File: config.mk
export PLATFORM = sky130hd
export DESIGN_NAME = period_match_timer_8bit
export DESIGN_NICKNAME = d
export VERILOG_FILES = /design/src/design/tick_timer_pkg.sv /design/src/design/period_match_timer_8bit.sv
export SDC_FILE = /design/constraint.sdc
export NUM_CORES = 1
export LEC_CHECK = 0
export BUFFER_PORTS_ARGS = -buffer_cell sky130_fd_sc_hd__buf_2
export CAP_MARGIN = 20
export CELL_PAD_IN_SITES_DETAIL_PLACEMENT = 1
export CELL_PAD_IN_SITES_GLOBAL_PLACEMENT = 1
export CORE_ASPECT_RATIO = 1.25
export CORE_UTILIZATION = 35
export CTS_BUF_LIST = sky130_fd_sc_hd__clkbuf_2
export CTS_CLUSTER_DIAMETER = 80
export CTS_CLUSTER_SIZE = 16
export DETAILED_ROUTE_END_ITERATION = 8
export GPL_TIMING_DRIVEN = 0
export PLACE_DENSITY = 0.73
export SYNTH_ARGS = -nofsm -noshare
export SYNTH_HDL_FRONTEND = slang
export SYNTH_SLANG_ARGS = --single-unit
File: constraint.sdc
create_clock -name clk -period 2.4 [get_ports clk]
set_input_delay 0.24 -clock clk [delete_from_list [all_inputs] [get_ports clk]]
set_output_delay 0.24 -clock clk [all_outputs]
set_load 0.01 [all_outputs]
File: src/design/tick_timer_pkg.sv
// constants for the 8-bit period match timer
package tick_timer_pkg;
  // register addresses (plain port, word per register)
  localparam logic [2:0] ADDR_COUNT  = 3'h0;
  localparam logic [2:0] ADDR_PERIOD = 3'h1;
  localparam logic [2:0] ADDR_CTRL   = 3'h2;
  localparam logic [2:0] ADDR_STATUS = 3'h3;
  localparam logic [2:0] ADDR_MASK   = 3'h4;
  // control field positions
  localparam int CTRL_PRE_LSB  = 0;
  localparam int CTRL_RUN_BIT  = 2;
  localparam int CTRL_POST_LSB = 3;
  // status / mask bit position of the match flag
  localparam int MATCH_FLAG_BIT = 1;
  // reset values
  localparam logic [7:0] COUNT_RST  = 8'h00;
  localparam logic [7:0] PERIOD_RST = 8'hff;
  localparam logic [6:0] CTRL_RST   = 7'h00;
  // instruction clock is the core clock divided by four
  localparam logic [1:0] INSTR_DIV_LAST = 2'h3;
  // prescale terminal counts (ratio minus one)
  localparam logic [3:0] PRE_LAST_1  = 4'h0;
  localparam logic [3:0] PRE_LAST_4  = 4'h3;
  localparam logic [3:0] PRE_LAST_16 = 4'hf;
endpackage

File: src/design/period_match_timer_8bit.sv
// 8-bit period match timer with prescaler, postscaler and interrupt
// How it works
// - counter advances on instruction ticks (clock divided by four) through the prescaler
// - prescale code 00 divides by 1, 01 by 4, 1x by 16
// - counter counts up from 00h, returns to 00h after matching period
// - period register is read/write and resets to ffh
// - counter register is read/write and reset clears it
// - match events pass a 4-bit postscaler before the interrupt flag
// - postscale ratio equals control bits 6:3 plus one
// - postscaler output sets the match flag at status bit 1
// - writing the counter clears prescaler and postscaler
// - writing control clears prescaler and postscaler
// - every device reset clears prescaler and postscaler
// - writing control leaves the counter value unchanged
// - control bit 2 runs the timer, clearing it halts counting
// - control bit 7 reads zero, implemented bits reset to zero
// - raw match pulse before postscaling goes to the serial port
// - counter and match pulse are offered as the pwm time base
`timescale 1ns/1ps
module period_match_timer_8bit
(
  input  wire logic       clk,
  input  wire logic       srst,
  input  wire logic [2:0] addr,
  input  wire logic [7:0] wdata,
  input  wire logic       wr,
  input  wire logic       rd,
  output logic      [7:0] rdata,
  output logic            irq,
  output logic            match_pulse,
  output logic      [7:0] pwm_count,
  output logic            pwm_match
);

  logic [7:0] count_r;
  logic [7:0] period_r;
  logic [6:0] ctrl_r;
  logic [1:0] instr_div_r;
  logic [3:0] pre_cnt_r;
  logic [3:0] post_cnt_r;
  logic [7:0] status_r;
  logic [7:0] mask_r;
  logic [3:0] pre_last;
  logic       instr_tick;
  logic       pre_tick;
  logic       match_now;
  logic       post_fire;
  logic       wr_count;
  logic       wr_ctrl;
  logic       scaler_clr;
  logic       run;
  logic [3:0] post_last;
  logic [7:0] rdata_nxt;

  // write decode
  assign wr_count   = wr && (addr == tick_timer_pkg::ADDR_COUNT);
  assign wr_ctrl    = wr && (addr == tick_timer_pkg::ADDR_CTRL);
  assign scaler_clr = wr_count || wr_ctrl;
  assign run        = ctrl_r[tick_timer_pkg::CTRL_RUN_BIT];
  assign post_last  = ctrl_r[tick_timer_pkg::CTRL_POST_LSB +: 4];

  // prescale terminal count select
  always_comb
  begin
    if (ctrl_r[tick_timer_pkg::CTRL_PRE_LSB + 1])
      pre_last = tick_timer_pkg::PRE_LAST_16;
    else if (ctrl_r[tick_timer_pkg::CTRL_PRE_LSB])
      pre_last = tick_timer_pkg::PRE_LAST_4;
    else
      pre_last = tick_timer_pkg::PRE_LAST_1;
  end

  assign instr_tick = run && (instr_div_r == tick_timer_pkg::INSTR_DIV_LAST);
  assign pre_tick   = instr_tick && (pre_cnt_r == pre_last) && !scaler_clr;
  assign match_now  = pre_tick && (count_r == period_r) && !wr_count;
  assign post_fire  = match_now && (post_cnt_r == post_last);

  // instruction clock divider, frozen while halted
  always_ff @(posedge clk)
  begin
    if (srst)
      instr_div_r <= 2'h0;
    else if (scaler_clr)
      instr_div_r <= 2'h0;
    else if (run)
      instr_div_r <= instr_div_r + 2'h1;
  end

  // prescaler
  always_ff @(posedge clk)
  begin
    if (srst)
      pre_cnt_r <= 4'h0;
    else if (scaler_clr)
      pre_cnt_r <= 4'h0;
    else if (instr_tick)
    begin
      if (pre_cnt_r >= pre_last)
        pre_cnt_r <= 4'h0;
      else
        pre_cnt_r <= pre_cnt_r + 4'h1;
    end
  end

  // tick counter; control writes do not touch it
  always_ff @(posedge clk)
  begin
    if (srst)
      count_r <= tick_timer_pkg::COUNT_RST;
    else if (wr_count)
      count_r <= wdata;
    else if (pre_tick)
    begin
      if (count_r == period_r)
        count_r <= 8'h00;
      else
        count_r <= count_r + 8'h01;
    end
  end

  // postscaler
  always_ff @(posedge clk)
  begin
    if (srst)
      post_cnt_r <= 4'h0;
    else if (scaler_clr)
      post_cnt_r <= 4'h0;
    else if (match_now)
    begin
      if (post_cnt_r >= post_last)
        post_cnt_r <= 4'h0;
      else
        post_cnt_r <= post_cnt_r + 4'h1;
    end
  end

  // period and control registers
  always_ff @(posedge clk)
  begin
    if (srst)
    begin
      period_r <= tick_timer_pkg::PERIOD_RST;
      ctrl_r   <= tick_timer_pkg::CTRL_RST;
    end
    else
    begin
      if (wr && addr == tick_timer_pkg::ADDR_PERIOD)
        period_r <= wdata;
      if (wr_ctrl)
        ctrl_r <= wdata[6:0];
    end
  end

  // sticky status, set wins over write-one-to-clear; mask register
  always_ff @(posedge clk)
  begin
    if (srst)
    begin
      status_r <= 8'h00;
      mask_r   <= 8'h00;
    end
    else
    begin
      if (wr && addr == tick_timer_pkg::ADDR_STATUS)
        status_r[tick_timer_pkg::MATCH_FLAG_BIT] <=
          post_fire || (status_r[tick_timer_pkg::MATCH_FLAG_BIT]
                        && !wdata[tick_timer_pkg::MATCH_FLAG_BIT]);
      else if (post_fire)
        status_r[tick_timer_pkg::MATCH_FLAG_BIT] <= 1'b1;
      if (wr && addr == tick_timer_pkg::ADDR_MASK)
        mask_r[tick_timer_pkg::MATCH_FLAG_BIT] <= wdata[tick_timer_pkg::MATCH_FLAG_BIT];
    end
  end

  // interrupt level, registered
  always_ff @(posedge clk)
  begin
    if (srst)
      irq <= 1'b0;
    else
      irq <= |(status_r & mask_r);
  end

  // time base outputs for serial port and pwm
  always_ff @(posedge clk)
  begin
    if (srst)
    begin
      match_pulse <= 1'b0;
      pwm_match   <= 1'b0;
      pwm_count   <= 8'h00;
    end
    else
    begin
      match_pulse <= match_now;
      pwm_match   <= match_now;
      pwm_count   <= count_r;
    end
  end

  // read mux
  always_comb
  begin
    unique case (addr)
      tick_timer_pkg::ADDR_COUNT:  rdata_nxt = count_r;
      tick_timer_pkg::ADDR_PERIOD: rdata_nxt = period_r;
      tick_timer_pkg::ADDR_CTRL:   rdata_nxt = {1'b0, ctrl_r};
      tick_timer_pkg::ADDR_STATUS: rdata_nxt = status_r;
      tick_timer_pkg::ADDR_MASK:   rdata_nxt = mask_r;
      default:                     rdata_nxt = 8'h00;
    endcase
  end

  // read data valid the cycle after the strobe only
  always_ff @(posedge clk)
  begin
    if (srst)
      rdata <= 8'h00;
    else if (rd)
      rdata <= rdata_nxt;
    else
      rdata <= 8'h00;
  end

  // checks
  property p_wrap;
    @(posedge clk) disable iff (srst)
      (pre_tick && count_r == period_r && !wr_count) |=> count_r == 8'h00;
  endproperty
  a_wrap: assert property (p_wrap) else $error("counter did not wrap");

  property p_inc;
    @(posedge clk) disable iff (srst)
      (pre_tick && count_r != period_r && !wr_count) |=> count_r == $past(count_r) + 8'h01;
  endproperty
  a_inc: assert property (p_inc) else $error("counter did not advance");

  property p_halt;
    @(posedge clk) disable iff (srst)
      (!run && !wr) |=> $stable(count_r) && $stable(pre_cnt_r) && $stable(post_cnt_r);
  endproperty
  a_halt: assert property (p_halt) else $error("halted timer moved");

  property p_wr_count;
    @(posedge clk) disable iff (srst)
      wr_count |=> pre_cnt_r == 4'h0 && post_cnt_r == 4'h0 && count_r == $past(wdata);
  endproperty
  a_wr_count: assert property (p_wr_count) else $error("counter write wrong");

  property p_wr_ctrl;
    @(posedge clk) disable iff (srst)
      wr_ctrl |=> pre_cnt_r == 4'h0 && post_cnt_r == 4'h0 && $stable(count_r);
  endproperty
  a_wr_ctrl: assert property (p_wr_ctrl) else $error("control write wrong");

  property p_reset;
    @(posedge clk) srst |=> count_r == 8'h00 && period_r == 8'hff && ctrl_r == 7'h00
      && pre_cnt_r == 4'h0 && post_cnt_r == 4'h0;
  endproperty
  a_reset: assert property (p_reset) else $error("reset values wrong");

  property p_flag;
    @(posedge clk) disable iff (srst)
      post_fire |=> status_r[1];
  endproperty
  a_flag: assert property (p_flag) else $error("flag not set");

  property p_irq;
    @(posedge clk) disable iff (srst)
      (status_r[1] && mask_r[1]) |=> irq;
  endproperty
  a_irq: assert property (p_irq) else $error("irq missing");

  property p_pulse;
    @(posedge clk) disable iff (srst)
      match_now |=> match_pulse && pwm_match;
  endproperty
  a_pulse: assert property (p_pulse) else $error("match pulse missing");

  property p_ctrl_read;
    @(posedge clk) disable iff (srst)
      (rd && addr == tick_timer_pkg::ADDR_CTRL) |=> rdata[7] == 1'b0;
  endproperty
  a_ctrl_read: assert property (p_ctrl_read) else $error("bit 7 not zero");

  // instruction ticks are four core clocks apart
  property p_instr_gap;
    @(posedge clk) disable iff (srst)
      instr_tick |=> !instr_tick [*3];
  endproperty
  a_instr_gap: assert property (p_instr_gap) else $error("tick spacing wrong");

  // divider holds while halted and untouched
  property p_instr_halt;
    @(posedge clk) disable iff (srst)
      (!run && !wr) |=> $stable(instr_div_r);
  endproperty
  a_instr_halt: assert property (p_instr_halt) else $error("divider moved");

  // halted timer never reports a match
  property p_match_halt;
    @(posedge clk) disable iff (srst)
      !run |-> !match_now;
  endproperty
  a_match_halt: assert property (p_match_halt) else $error("match while halted");

  // prescaler never passes its selected terminal count
  property p_pre_range;
    @(posedge clk) disable iff (srst)
      pre_cnt_r <= pre_last;
  endproperty
  a_pre_range: assert property (p_pre_range) else $error("prescaler out of range");

  // postscaler never passes its selected terminal count
  property p_post_range;
    @(posedge clk) disable iff (srst)
      post_cnt_r <= post_last;
  endproperty
  a_post_range: assert property (p_post_range) else $error("postscaler out of range");

  // control write lands in the implemented bits
  property p_ctrl_wr;
    @(posedge clk) disable iff (srst)
      wr_ctrl |=> ctrl_r == $past(wdata[6:0]);
  endproperty
  a_ctrl_wr: assert property (p_ctrl_wr) else $error("control write lost");

  // period write lands as written
  property p_period_wr;
    @(posedge clk) disable iff (srst)
      (wr && addr == tick_timer_pkg::ADDR_PERIOD) |=> period_r == $past(wdata);
  endproperty
  a_period_wr: assert property (p_period_wr) else $error("period write lost");

  // counter read returns the value held at the strobe
  property p_rd_count;
    @(posedge clk) disable iff (srst)
      (rd && addr == tick_timer_pkg::ADDR_COUNT) |=> rdata == $past(count_r);
  endproperty
  a_rd_count: assert property (p_rd_count) else $error("counter read wrong");

  // flag stays set until a one is written to it
  property p_flag_hold;
    @(posedge clk) disable iff (srst)
      (status_r[1] && !(wr && addr == tick_timer_pkg::ADDR_STATUS && wdata[1]))
        |=> status_r[1];
  endproperty
  a_flag_hold: assert property (p_flag_hold) else $error("flag lost");

  // writing a one clears the flag unless a fire lands in the same cycle
  property p_flag_clear;
    @(posedge clk) disable iff (srst)
      (wr && addr == tick_timer_pkg::ADDR_STATUS && wdata[1] && !post_fire)
        |=> !status_r[1];
  endproperty
  a_flag_clear: assert property (p_flag_clear) else $error("flag not cleared");

  // interrupt drops once flag or enable is gone
  property p_irq_low;
    @(posedge clk) disable iff (srst)
      !(status_r[1] && mask_r[1]) |=> !irq;
  endproperty
  a_irq_low: assert property (p_irq_low) else $error("irq without cause");

  // no time base pulse without a raw match
  property p_pulse_low;
    @(posedge clk) disable iff (srst)
      !match_now |=> !match_pulse && !pwm_match;
  endproperty
  a_pulse_low: assert property (p_pulse_low) else $error("stray match pulse");

  // pwm count follows the counter one cycle late
  property p_pwm_count;
    @(posedge clk) disable iff (srst)
      1'b1 |=> pwm_count == $past(count_r);
  endproperty
  a_pwm_count: assert property (p_pwm_count) else $error("pwm count wrong");

  // outputs and flags are quiet after any reset
  property p_reset_out;
    @(posedge clk) srst |=> !irq && !match_pulse && !pwm_match
      && rdata == 8'h00 && status_r == 8'h00 && mask_r == 8'h00;
  endproperty
  a_reset_out: assert property (p_reset_out) else $error("outputs not quiet");

  c_match: cover property (@(posedge clk) disable iff (srst) match_now);
  c_fire: cover property (@(posedge clk) disable iff (srst) post_fire);
  c_irq: cover property (@(posedge clk) disable iff (srst) $rose(irq));
  c_clear_race: cover property (@(posedge clk) disable iff (srst)
    post_fire && wr && addr == tick_timer_pkg::ADDR_STATUS);
  c_halt: cover property (@(posedge clk) disable iff (srst) wr_ctrl && !wdata[2]);

endmodule

==> impl_metrics.yaml, run 1 <==
status:
  outcome: "finished, final reports clean"
power_and_ir_drop:
  netSwitchingFraction_pct: 25.4
  p_int_w: 0.00113
  p_per_area_mw_per_mm2: 515
  peakVddDrop_mv: 0.204
  power_frac_comb_pct: 9.8
  share_seq_of_total_power_pct: 60.2
  power_frac_clock_pct: 30.0
  p_sw_w: 0.000385
  total_power_w: 0.00151
  p_leak_nw: 1.15
setup_path:
  crit_chain: "or2_2 -> ha_1 -> nand4_1 -> or3_4 -> or3_4 -> o21ai_1 -> a21oi_1"
  cp_slowest_cell: "dfxtp_1"
  cp-start-kind: "flop"
  setup.worst_path.end_class: "flop"
  cp_common_cell: "or3_4"
  cp_top_family: "simple AND/OR/NAND/NOR gates"
  cp_data_required_time_ps: 2740
  path_class: "reg -> reg"
  worstPathMaxFanout: 5
  max_stage_delay_ps: 420
  critical_path_buf_inv_count: 0
  crit_arrival_ps: 2550
clock_tree:
  h-tree-depth: 2
  cts_sinks: 53
  clkTransAtPathRegs_ps: 290
  cts_tree: "built"
  cts_setup_buffers: 0
  cts_buffer_depth: 2
  clk_latency_ps: 450
  cts_made_buffers: 5
  cts_root_buf: "clkbuf_2"
floorplanning:
  pin_count: 34
  rows: 34
  chipWidth_um: 79.0
  core-area_mm2: 0.00706
  die_y_um: 98.2
  die-area_mm2: 0.00775
  initial_core_util_pct: 36.7
route:
  ant_nets: 0
  drc: 0
  first_pass_iters: 4
  dr.first_iter.drc_count: 30
  wl_per_cell_um: 14.9
  route.vias.total: 2148
  viasPerCell: 5.10
  finalWirelength_um: 6260
placed_design:
  place_area_mm2: 0.00286
  preCtsSetupSlack_ps: 234
  place_hpwl_um: 4850
  portBuffers: 31
  gp_congestion: 0.762
global_routing:
  grt_pass1_wl_um: 10800
  first_global_vias: 2175
  grt_max_degree: 16
  track_usage_pct: 17.7
  grt_antenna_before_repair: 0
  grt_overflow_total: 0
yosys:
  syn_inst: 291
  synth_area_mm2: 0.00259
  synth_top_area_share_pct: 40.9
  async_reset_ff_share_pct: 0
  yosysWarningCount: 0
  synth_area_leaders: "dfxtp_1 (41%), mux2i_1 (6.2%), ha_1 (5.8%)"
  synth.avg_cell_area_um2: 8.90
  synth-edff-count: 0
  yosys.area.top_type: "dfxtp_1"
  synth_cell_types: 38
  synthFlopType: "dfxtp_1"
  synth_nets: 318
  seq_area_frac_synth_pct: 40.9
  ys_ff_latch: 53
sta:
  tightest_slew_ps: 992
  relSlewSlack_pct: 33.4
  period_minus_slack_ps: 2220
  setup_ws_ps: 184
  post-route-period-util_pct: 92.3
  report.final.slew_viol_count: 0
  skew_ps: 43.0
  rsz0062_at_grt: "no"
  fin_setup_tns_ps: 0
  hold_viol_final: 0
  setup_viol: 0
  maxClockFrequency_ghz: 0.451
hold_path:
  hp-class: "in -> reg"
layout:
  drive_gt1_share_pct: 16.3
  num_antenna_cells: 0
  area_growth_pct: 13.4
  nets: 358
  fin_area_mm2: 0.00294
run:
  max_cap_viol_count: 0
state kept, by name, indices dropped and copies added, names as in the netlist:
signal       cells
post_cnt_r       4
pre_cnt_r        4
mask_r           1
instr_div_r      2
rdata            8
period_r         8
status_r         1
pwm_count        8
irq              1
pwm_match        1
count_r          8
ctrl_r           7
kinds of logic after synthesis:
logic type               share of synthesized area (%)
AND/OR/NAND/NOR                                   23.6
flip-flops                                        40.9
AO/OA/AOI/OAI                                     12.6
buffers and inverters                             4.30
XOR/XNOR                                          5.75
multiplexers                                      7.05
adder cells (fa/ha/maj)                           5.79
power groups by stage:
stage | sequential [W] | clock [W] | combinational (W)
2_1_floorplan | 0.000926 | 0 | 0.0000963
3_3_place_gp | 0.000926 | 0 | 0.000144
3_5_place_dp | 0.000927 | 0 | 0.000147
4_1_cts | 0.000912 | 0.000471 | 0.000149
5_1_grt | 0.000915 | 0.000501 | 0.000169
6_report | 0.000911 | 0.000455 | 0.000148
worst reg2reg max path: cells and delay by family, from the launching register on:
kind | cells | cell delay (ps)
AOI/OAI and AO/OA | 2 | 210
and+or+nand+nor | 4 | 1190
DFF | 1 | 420
adders and majority gates | 1 | 290
cells in the final DEF (no fill, tap or decap), types with 12 or more instances in the layout:
cell,Yosys,layout
dfxtp_1,53,53
nor2_1,37,37
buf_2,5,36
nand2_1,19,19
nor2b_1,18,18
a21oi_1,16,16
mux2i_1,16,16
clkbuf_1,14,14
xnor2_1,12,12
ha_1,12,12
through the flow:
step	instances	hold WS [ps]	utilization, %
after global routing	421	8.13	41.6
after global placement	412	444	40.5
final	421	26.1	41.6
after CTS	420	8.18	41.5
after detailed placement	412	450	40.5
after floorplan	291	358	-
per-layer routing:
| layer | share of wire (%) | wire (µm) | track usage (%) |
|---|---|---|---|
| met2 | 50 | 3110 | 31.2 |
| met4 | 1.3 | 79 | 4.62 |
| met1 | 47 | 2920 | 22.1 |
| met5 | 0 | 0 | 0 |
| met3 | 2.4 | 151 | 2.80 |
worst paths after layout:
kind	startpoint	endpoint	slack, ps	cells past startpoint
setup / recovery	ctrl_r[1]	post_cnt_r[2]	180	7
setup reg to reg	ctrl_r[1]	post_cnt_r[2]	180	7
hold reg to reg	status_r[1]	irq	480	2
hold / removal	wdata[3]	period_r[3]	30	2
what timing repair did:
item                      CTS  global route
hold buffers                1             1
gates resized for setup     0             0
hold endpoints to repair    1             1
synthesized netlist by cell type (7+ instances only):
cell       number
a211o_1         8
a21oi_1        16
a2bb2oi_1       7
clkbuf_1       14
dfxtp_1        53
ha_1           12
inv_1           7
mux2i_1        16
nand2_1        19
nand3_1         9
nor2_1         37
nor2b_1        18
o2bb2ai_1       7
xnor2_1        12
area by class of cell:
| cell class | instances | area [µm²] |
|---|---|---|
| fill | 878 | 4120 |
| inverter | 7 | 26.3 |
| sequential | 53 | 1060 |
| multi-input combinational | 211 | 1420 |
| timing repair buffer | 33 | 175 |
| clock buffer | 5 | 25.0 |
| buffer | 20 | 85.1 |
| clock inverter | 2 | 35.0 |
| tap | 90 | 113 |
Power figures use the tool's default switching activity.
==> inputs of run 2 (changes only) <==
--- a/config.mk
+++ b/config.mk
@@ -9,7 +9,7 @@
 export CAP_MARGIN = 20
 export CELL_PAD_IN_SITES_DETAIL_PLACEMENT = 1
 export CELL_PAD_IN_SITES_GLOBAL_PLACEMENT = 1
-export CORE_ASPECT_RATIO = 1.25
+export CORE_ASPECT_RATIO = 0.5
 export CORE_UTILIZATION = 35
 export CTS_BUF_LIST = sky130_fd_sc_hd__clkbuf_2
 export CTS_CLUSTER_DIAMETER = 80
==> impl_metrics.yaml, run 2 (synthesized netlist as in run 1, its figures left out) <==
hold_path:
  hp-class: "in -> reg"
  worstHoldEndpoint: "rdata[1]"
  min_path_cells: 3
  min_from: "rd"
sta:
  maxClockFrequency_ghz: 0.441
  tightest_slew_ps: 976
  setup_viol: 0
  skew_ps: 26.5
  post-route-period-util_pct: 94.4
  period_minus_slack_ps: 2270
  report.final.slew_viol_count: 0
  setup_ws_ps: 134
  rsz0062_at_grt: "no"
  hold_viol_final: 0
  fin_setup_tns_ps: 0
  relSlewSlack_pct: 34.4
global_routing:
  grt_max_degree: 16
  first_global_vias: 2245
  track_usage_pct: 19.4
  grt_overflow_total: 0
  grt_pass1_wl_um: 11500
  grt_antenna_before_repair: 0
layout:
  final_cell_mix: "dfxtp_1 (53), nor2_1 (37), buf_2 (36)"
  utilization_pct: 42.7
  mostFrequentLayoutCell: "dfxtp_1"
  area_growth_pct: 13.8
  nFillCells: 844
  num_antenna_cells: 0
  drive_gt1_share_pct: 15.8
  nets: 361
  seq_area_mm2: 0.00106
  multi_input_comb_area_mm2: 0.00142
floorplanning:
  rows: 21
  die-area_mm2: 0.00777
  chipWidth_um: 124
  initial_core_util_pct: 37.5
  die_y_um: 62.8
  core-area_mm2: 0.00691
  pin_count: 34
route:
  finalWirelength_um: 6940
  drc: 0
  wl_per_cell_um: 16.3
  dr.first_iter.drc_count: 140
  first_pass_iters: 4
  route.vias.total: 2212
  ant_nets: 0
  viasPerCell: 5.18
clock_tree:
  cts_resized: 0
  cts_root_buf: "clkbuf_2"
  cts_tree: "built"
  cts_buffer_depth: 2
  cts_made_buffers: 5
  clk_latency_ps: 470
  clkTransAtPathRegs_ps: 280
  h-tree-depth: 2
  cts_sinks: 53
setup_path:
  worstPathMaxFanout: 5
  crit_arrival_ps: 2670
  rr_startpoint: "ctrl_r[1]"
  cp-start-kind: "flop"
  path_class: "reg -> reg"
  rrSetupSlack_ps: 130
  cp_top_family: "simple AND/OR/NAND/NOR gates"
  crit_chain: "or2_2 -> ha_1 -> nand4_1 -> or3_4 -> nor3_2 -> nand3_1 -> a21oi_1"
  max_stage_delay_ps: 410
  critical_path_buf_inv_count: 0
  cp_slowest_cell: "dfxtp_1"
  setup.worst_path.end_class: "flop"
  rr_worst_depth: 7
  reg2reg_to: "post_cnt_r[0]"
  cp_data_required_time_ps: 2800
power_and_ir_drop:
  p_int_w: 0.00103
  p_sw_w: 0.000397
  netSwitchingFraction_pct: 27.8
  p_leak_nw: 1.15
  total_power_w: 0.00142
  p_per_area_mw_per_mm2: 483
  share_seq_of_total_power_pct: 64.0
  power_frac_clock_pct: 24.9
  peakVddDrop_mv: 0.173
  power_frac_comb_pct: 11.1
run:
  max_cap_viol_count: 0
placed_design:
  gp_congestion: 0.758
  preCtsSetupSlack_ps: 219
  place_hpwl_um: 5250
  portBuffers: 31
status:
  outcome: "finished, final reports clean"
## run 2: power by group through the flow
stage | registers, W | clock network, W | logic, W
4_1_cts | 0.000911 | 0.000368 | 0.000153
6_report | 0.000911 | 0.000355 | 0.000158
5_1_grt | 0.000915 | 0.000411 | 0.000175
2_1_floorplan | 0.000926 | 0 | 0.0000963
3_3_place_gp | 0.000926 | 0 | 0.000145
3_5_place_dp | 0.000927 | 0 | 0.000151
## run 2: final cells by class
| type | count | area share [%] |
|---|---|---|
| well taps | 92 | 3.90 |
| plain buffers | 20 | 2.89 |
| clock inverters | 3 | 0.424 |
| multi-input cells | 211 | 48.1 |
| inverters | 7 | 0.891 |
| repair buffers | 36 | 6.96 |
| clock buffers | 5 | 0.849 |
| flip-flops and latches | 53 | 36.0 |
## run 2: worst min-delay path, stage by stage
cell and delay, ps:
buf_2 90, nand2b_1 100, a21oi_1 50
## run 2: routing by layer
metal / vias to the layer above / wire length [µm] / global-route usage (%)
met5: - / 0 / 0
met4: 0 / 66 / 4.52
met3: 7 / 228 / 4.20
met2: 34 / 3040 / 29.8
met1: 1083 / 3610 / 27.5
li1: 1088 / - / -
## run 2: through the flow
stage / area (µm²) / hold WS [ps] / cells
after floorplan: 2590 / 358 / 291
after global placement: 2860 / 446 / 414
after detailed placement: 2860 / 459 / 414
after CTS: 2910 / 0.793 / 423
after global routing: 2950 / 1.60 / 427
final: 2950 / 26.0 / 427
## run 2: worst max path at each step
stage                     slack [ps]            end  startpoint  cells after the start
after detailed placement         220  post_cnt_r[0]   ctrl_r[1]                      7
final                            130  post_cnt_r[0]   ctrl_r[1]                      7
after global placement           270  post_cnt_r[2]   ctrl_r[1]                      7
after floorplan                  390  post_cnt_r[2]   ctrl_r[0]                      7
after global routing              40  post_cnt_r[2]   ctrl_r[1]                      7
after CTS                        170  post_cnt_r[0]   ctrl_r[1]                      7
## run 2: repair_timing
| item | CTS | global route |
|---|---|---|
| endpoints found under the hold margin | 1 | 4 |
| setup buffers | 0 | 0 |
| setup endpoints to repair | 0 | 0 |
| hold buffers | 1 | 4 |
